File: src/design/mra_defs.svh
// Offsets, field positions and reset values for the monitor result and alert flag bank.
// Included by the package and the design; holds definitions only.
`ifndef MRA_DEFS_SVH
`define MRA_DEFS_SVH
`define MRA_ADDR_W 6
`define MRA_OFS_DIE_TEMP 6'h06
`define MRA_OFS_CURRENT 6'h07
`define MRA_OFS_POWER 6'h08
`define MRA_OFS_DIAG 6'h0B
`define MRA_DIAG_RESET 16'h0001
`define MRA_DIAG_RW_MASK 16'hF000
`define MRA_BIT_HOLD 15
`define MRA_BIT_READY_ALERT 14
`define MRA_BIT_AVG_CMP 13
`define MRA_BIT_POLARITY 12
`define MRA_BIT_OVERFLOW 9
`define MRA_BIT_TEMP_OVER 7
`define MRA_BIT_SHUNT_OVER 6
`define MRA_BIT_SHUNT_UNDER 5
`define MRA_BIT_BUS_OVER 4
`define MRA_BIT_BUS_UNDER 3
`define MRA_BIT_POWER_OVER 2
`define MRA_BIT_CONV_DONE 1
`define MRA_BIT_TRIM_OK 0
`endif

File: src/design/mra_pkg.sv
// Types shared by the monitor result and alert flag bank.
// Assumes mra_defs.svh is on the include path.
`include "mra_defs.svh"
package mra_pkg;
  typedef logic [`MRA_ADDR_W-1:0] mra_addr_t;
  typedef logic [15:0] mra_word_t;
  // Order of the six limit flags, bit 7 down to bit 2.
  typedef enum logic [2:0] {
    MRA_LIM_TEMP_OVER = 3'h0,
    MRA_LIM_SHUNT_OVER = 3'h1,
    MRA_LIM_SHUNT_UNDER = 3'h2,
    MRA_LIM_BUS_OVER = 3'h3,
    MRA_LIM_BUS_UNDER = 3'h4,
    MRA_LIM_POWER_OVER = 3'h5
  } mra_limit_e;
  typedef struct packed {
    logic [11:0] die_temp_reg;
    logic [15:0] current_reg;
    logic [23:0] power_reg;
    logic [3:0] ctrl_reg;
    logic overflow_reg;
    logic [5:0] limit_reg;
    logic conv_done_reg;
    logic trim_ok_reg;
    logic [23:0] rdata_reg;
    logic alert_oe_reg;
    logic alert_out_reg;
  } mra_state_s;
endpackage

File: src/design/mra_bank.sv
// Result registers, diagnostic flags and alert pin driver of a digital power monitor.
// Assumes the converter and arithmetic core deliver one-cycle strobes on i_sys_clk,
// and that the threshold registers live elsewhere and arrive here as plain values.
// What this block does
// - Die temperature bits 15:4, low nibble zero
// - Current result read-only 16-bit two's complement
// - Power result read-only 24-bit unsigned
// - Transparent mode: alert follows fault clearing
// - Latched mode: alert held until diag read
// - Ready-on-alert puts conversion done on alert
// - Averaged-compare picks averaged or raw values
// - Polarity bit: zero active-low, one active-high
// - Bits 11:10 and 8 read zero
// - Overflow set on overflow, cleared by trigger
// - Temperature over limit sets flag
// - Shunt over limit sets flag
// - Shunt under limit sets flag
// - Bus over limit sets flag
// - Bus under limit sets flag
// - Latched mode: diag read clears limit flags
// - Conversion done set; read/trigger clears in both modes
// - Trim status one unless checksum error
// - Temperature limit compared directly to result
// - Results update only after averaging completes
//
// Decided for this implementation: the strobed register port.
`timescale 1ns/1ns
`include "mra_defs.svh"
module mra_bank (
  input wire logic i_sys_clk,
  input wire logic i_reset,
  input wire mra_pkg::mra_addr_t i_addr,
  input wire mra_pkg::mra_word_t i_wdata,
  input wire logic i_write,
  input wire logic i_read,
  output logic [23:0] o_rdata,
  // Raw converter samples, one-cycle valid each.
  input wire logic i_raw_valid,
  input wire logic signed [15:0] i_raw_shunt,
  input wire logic [15:0] i_raw_bus,
  input wire logic signed [11:0] i_raw_temp,
  // Completed averaged results with the computed current and power.
  input wire logic i_avg_valid,
  input wire logic signed [15:0] i_avg_shunt,
  input wire logic [15:0] i_avg_bus,
  input wire logic signed [11:0] i_avg_temp,
  input wire logic signed [15:0] i_avg_current,
  input wire logic [23:0] i_avg_power,
  input wire logic i_math_overflow,
  input wire logic i_trigger_start,
  input wire logic i_trim_error,
  // Thresholds from the limit registers.
  input wire logic signed [15:0] i_shunt_over_limit,
  input wire logic signed [15:0] i_shunt_under_limit,
  input wire logic [14:0] i_bus_over_limit,
  input wire logic [14:0] i_bus_under_limit,
  input wire logic signed [11:0] i_temperature_limit_field,
  input wire logic [15:0] i_power_limit,
  output logic o_alert_out,
  output logic o_alert_oe
);
  import mra_pkg::*;

  mra_state_s state_reg;
  mra_state_s state_next;
  logic [5:0] cond;
  logic sample_valid;
  logic signed [15:0] smp_shunt;
  logic [15:0] smp_bus;
  logic signed [11:0] smp_temp;
  logic hold;
  logic diag_read;
  logic alert_active;
  logic [15:0] diag_word;

  always_comb begin
    if (state_reg.ctrl_reg[`MRA_BIT_AVG_CMP - 12]) begin
      sample_valid = i_avg_valid;
      smp_shunt = i_avg_shunt;
      smp_bus = i_avg_bus;
      smp_temp = i_avg_temp;
    end else begin
      sample_valid = i_raw_valid;
      smp_shunt = i_raw_shunt;
      smp_bus = i_raw_bus;
      smp_temp = i_raw_temp;
    end
  end

  // Power limit counts in units of 256 power LSBs, hence the 8-bit shift.
  always_comb begin
    cond[MRA_LIM_TEMP_OVER] = smp_temp > i_temperature_limit_field;
    cond[MRA_LIM_SHUNT_OVER] = smp_shunt > i_shunt_over_limit;
    cond[MRA_LIM_SHUNT_UNDER] = smp_shunt < i_shunt_under_limit;
    cond[MRA_LIM_BUS_OVER] = smp_bus > {1'b0, i_bus_over_limit};
    cond[MRA_LIM_BUS_UNDER] = smp_bus < {1'b0, i_bus_under_limit};
    cond[MRA_LIM_POWER_OVER] = i_avg_power > {i_power_limit, 8'h00};
  end

  assign hold = state_reg.ctrl_reg[`MRA_BIT_HOLD - 12];
  assign diag_read = i_read && (i_addr == `MRA_OFS_DIAG);

  assign diag_word = {state_reg.ctrl_reg, 2'h0, state_reg.overflow_reg, 1'h0,
                      state_reg.limit_reg[0], state_reg.limit_reg[1], state_reg.limit_reg[2],
                      state_reg.limit_reg[3], state_reg.limit_reg[4], state_reg.limit_reg[5],
                      state_reg.conv_done_reg, state_reg.trim_ok_reg};

  always_comb begin
    state_next = state_reg;
    if (i_avg_valid) begin
      state_next.die_temp_reg = i_avg_temp;
      state_next.current_reg = i_avg_current;
      state_next.power_reg = i_avg_power;
    end
    if (i_write && (i_addr == `MRA_OFS_DIAG)) begin
      state_next.ctrl_reg = i_wdata[15:12];
    end
    if (i_avg_valid && i_math_overflow) begin
      state_next.overflow_reg = 1'b1;
    end else if (i_trigger_start) begin
      state_next.overflow_reg = 1'b0;
    end
    // Power is only known after the computation, so its compare waits for the averaged strobe.
    for (int i = 0; i < 6; i++) begin
      if (i == int'(MRA_LIM_POWER_OVER)) begin
        if (i_avg_valid) begin
          if (cond[i]) begin
            state_next.limit_reg[i] = 1'b1;
          end else if (!hold) begin
            state_next.limit_reg[i] = 1'b0;
          end else if (diag_read) begin
            state_next.limit_reg[i] = 1'b0;
          end
        end else if (hold && diag_read) begin
          state_next.limit_reg[i] = 1'b0;
        end
      end else if (sample_valid) begin
        if (cond[i]) begin
          state_next.limit_reg[i] = 1'b1;
        end else if (!hold || diag_read) begin
          state_next.limit_reg[i] = 1'b0;
        end
      end else if (hold && diag_read) begin
        state_next.limit_reg[i] = 1'b0;
      end
    end
    if (i_avg_valid) begin
      state_next.conv_done_reg = 1'b1;
    end else if (i_trigger_start || diag_read) begin
      // Transparent mode drops the flag on the next read or trigger as well.
      state_next.conv_done_reg = 1'b0;
    end
    state_next.trim_ok_reg = !i_trim_error;
    state_next.rdata_reg = 24'h000000;
    if (i_read) begin
      unique case (i_addr)
        `MRA_OFS_DIE_TEMP: state_next.rdata_reg = {8'h00, state_reg.die_temp_reg, 4'h0};
        `MRA_OFS_CURRENT: state_next.rdata_reg = {8'h00, state_reg.current_reg};
        `MRA_OFS_POWER: state_next.rdata_reg = state_reg.power_reg;
        `MRA_OFS_DIAG: state_next.rdata_reg = {8'h00, diag_word};
        default: state_next.rdata_reg = 24'h000000;
      endcase
    end
    alert_active = (|state_next.limit_reg) ||
                   (state_next.conv_done_reg && state_next.ctrl_reg[`MRA_BIT_READY_ALERT - 12]);
    if (state_next.ctrl_reg[`MRA_BIT_POLARITY - 12]) begin
      state_next.alert_oe_reg = 1'b1;
      state_next.alert_out_reg = alert_active;
    end else begin
      state_next.alert_oe_reg = alert_active;
      state_next.alert_out_reg = 1'b0;
    end
  end

  always_ff @(posedge i_sys_clk) begin
    if (i_reset) begin
      state_reg <= '0;
      state_reg.trim_ok_reg <= 1'b1;
    end else begin
      state_reg <= state_next;
    end
  end

  assign o_rdata = state_reg.rdata_reg;
  assign o_alert_out = state_reg.alert_out_reg;
  assign o_alert_oe = state_reg.alert_oe_reg;
endmodule // mra_bank

File: config.mk
export PLATFORM = sky130hd
export DESIGN_NAME = mra_bank
export DESIGN_NICKNAME = d
export VERILOG_FILES = /design/src/design/mra_pkg.sv /design/src/design/mra_bank.sv
export VERILOG_INCLUDE_DIRS = /design/src /design/src/design
export SDC_FILE = /design/constraint.sdc
export NUM_CORES = 1
export LEC_CHECK = 0
export BUFFER_PORTS_ARGS = -buffer_cell sky130_fd_sc_hd__buf_2
export CAP_MARGIN = 20
export CORE_UTILIZATION = 46
export DETAILED_ROUTE_END_ITERATION = 8
export GPL_TIMING_DRIVEN = 1
export PLACE_DENSITY = 0.88
export SLEW_MARGIN = 5
export SYNTH_ARGS = -nofsm -noshare
export SYNTH_HDL_FRONTEND = slang
export SYNTH_SLANG_ARGS = --single-unit
File: constraint.sdc
create_clock -name i_sys_clk -period 4.1 [get_ports i_sys_clk]
set_input_delay 0.205 -clock i_sys_clk [delete_from_list [all_inputs] [get_ports i_sys_clk]]
set_output_delay 0.205 -clock i_sys_clk [all_outputs]
set_load 0.01 [all_outputs]
==> results_dict.tcl <==
set metrics [dict create \
    status "completed" \
    rr_worst_depth 10 \
    yosysUniqueCellTypes 56 \
    totalWireLength_um 17000 \
    synth_edf_count 0 \
    finalSetupViolCount 0 \
    ys.flop_type "dfxtp_1" \
    path_delay_family "simple AND/OR/NAND/NOR gates" \
    cpPeakStageDelay_ns 0.79 \
    irDropWorstVdd_uv 255 \
    synth.most_common_cell "inv_1" \
    ys_ff_latch 91 \
    cts_made_buffers 9 \
    cts_max_level 3 \
    layout_min_cycle_time_ns 3.34 \
    slew_viol_final 0 \
    tns_ns 0 \
    die_w_um 119 \
    async_reset_ff_share_pct 0 \
    synth_area_per_cell_um2 8.81 \
    post_cts_buffers 0 \
    synth_top_area_cell "dfxtp_1" \
    critPathMaxFanout 26 \
    worst-path-buf-inv 1 \
    synth_cells 715 \
    numClockSinks 91 \
    drive_gt1_share_pct 35.2 \
    rsz0062_at_grt "false" \
    num_vias 5901 \
    max-cap-violations 0 \
    drt.antenna.violating_nets 0 \
    worst-setup-path-type "flop to flop" \
    ys_seq_area_share_pct 28.9 \
    critPathMostFrequentCell "a31oi_1" \
    leakage_nw 4.15 \
    path_cells "buf_12 -> mux2_2 -> ha_1 -> a21o_1 -> a31oi_1 -> o21ai_0 -> or4b_1 -> nand3_1 -> and3_1 -> a31oi_1" \
    ctsResizeCount 0 \
    root_buffer "clkbuf_16" \
    die_area_um2 14200 \
    crit_cells 10 \
    critPathCaptureType "flop" \
    dp_hpwl_um 14000 \
    cp.arrival_ns 3.53 \
    dp_slack_ns 0.791 \
    core_um2 13300 \
    tightest_slew_ns 0.959 \
    largest_register_ffs 52 \
    hold_violations 0 \
    grt.total_usage_pct 23.9 \
    slowest_stage "dfxtp_2" \
    required_ns 4.29 \
    first_pass_iters 5 \
    rrSetupSlack_ns 0.76 \
    die-height_um 119 \
    synthTopCellsByArea "dfxtp_1 29%, ha_1 17%, mux2i_1 9.2%" \
    cts_tree "done" \
    place.gp.congestion 0.862 \
    drc_errors 0 \
    cts_max_path_buffers 2 \
    worstSkewPairLatency_ns 0.33 \
    synth_commonest_cells "93 x inv_1, 91 x dfxtp_1, 88 x ha_1" \
    grt_pass1_vias 5777 \
    clk_pin_slew_ns 0.07 \
    io_buffers 262 \
    fin_worst_skew_ns 0.00550 \
    wl_per_cell_um 15.1 \
    max_freq_mhz 299 \
    synth.top_cell.area_share_pct 28.9 \
    fin_ws_ns 0.759 \
    area_delta_synth_final_pct 25.3 \
    grt-ovfl-total 0 \
    initial_core_util_pct 47.4 \
    syn_nets 1052 \
    num_rows 42 \
    holdPathStages 2 \
    power.density_nw_per_um2 274 \
    antenna_found_initial 2 \
    hold_path.class "input pin to flop" \
    io_pins 275 \
    max-slew-margin-rel_pct 35.9 \
    fin_nets 1282 \
    synth_area_um2 6300 \
    routed_via_density 5.23 \
    finalCritPeriodShare_pct 81.5 \
    hold_buffers 0 \
    grt_max_degree 63 \
    dr.first_iter.drc_count 434 \
    grt_pass1_wl_um 27200 \
    yosys_warnings 0 \
    critPathLaunchType "flop" \
]
## per-stage QoR
stage / util (%) / hold WS [ns] / instance area (um2) / instances / total power, W
finish: 59.4 / 0.0378 / 7890 / 1128 / 0.00217
floorplan: - / 0.267 / 6300 / 715 / 0.00122
CTS: 59.3 / 0.0327 / 7890 / 1126 / 0.00218
global placement: 57.2 / 0.367 / 7610 / 1110 / 0.00140
detailed placement: 57.2 / 0.381 / 7610 / 1110 / 0.00142
global route: 59.4 / 0.0442 / 7890 / 1128 / 0.00228
## power breakdown
group / total [W] / internal, W / switching (W)
registers: 0.000944 / 0.000922 / 0.0000219
logic: 0.000459 / 0.000233 / 0.000226
clock network: 0.000763 / 0.000414 / 0.000349
total: 0.00217 / 0.00157 / 0.000597
## area by class of cell
type                    instances  area [um2]
clock inverters                 7        51.3
well taps                     176         220
multi-input cells             481        3840
inverters                      93         349
diodes                          2        5.00
fillers                      1179        5400
flip-flops and latches         91        1820
repair buffers                269        1380
clock buffers                   9         225
## placed cells by master (no fill, tap or decap), types with 7 or more instances in the layout
cell and n:
a21oi_1 39, nand3_1 11, dfxtp_1 90, a211oi_1 7
clkbuf_16 9, mux2i_1 58, o21ai_0 10, mux2_2 40
ha_1 88, buf_2 261, buf_4 7, o211ai_1 9
nor2_1 78, nand4_1 13, inv_1 93, and2_1 15
a21o_1 8, a222oi_1 16, nand2_1 30
## logic make-up (layout without fill, tap and decap cells)
kind of cell | after synthesis | after routing | share of synthesized area (%)
AO/OA/AOI/OAI | 115 | 115 | 12.9
adder cells (fa/ha/maj) | 88 | 88 | 17.5
buffers and inverters | 143 | 378 | 10.1
flip-flops | 91 | 91 | 28.9
multiplexers | 99 | 99 | 16.6
other | 0 | 2 | 0
AND/OR/NAND/NOR | 179 | 179 | 14.0
## final timing paths
| kind | start | end |
|---|---|---|
| max | diag_word[13] | o_alert_oe |
| max reg2reg | diag_word[13] | o_alert_oe |
| min reg2reg | state_reg[68] | o_rdata[5] |
| min | i_trim_error | diag_word[0] |
## metal layers
metal  wire length [um]  vias up  track usage [%]
met4                388        0             8.15
met1               7310     2701             29.0
li1                   -     2967                -
met5                  0        -                0
met2               8360      204             42.8
met3                934       29             3.54
Note: power is estimated with default switching activity, not from simulation.
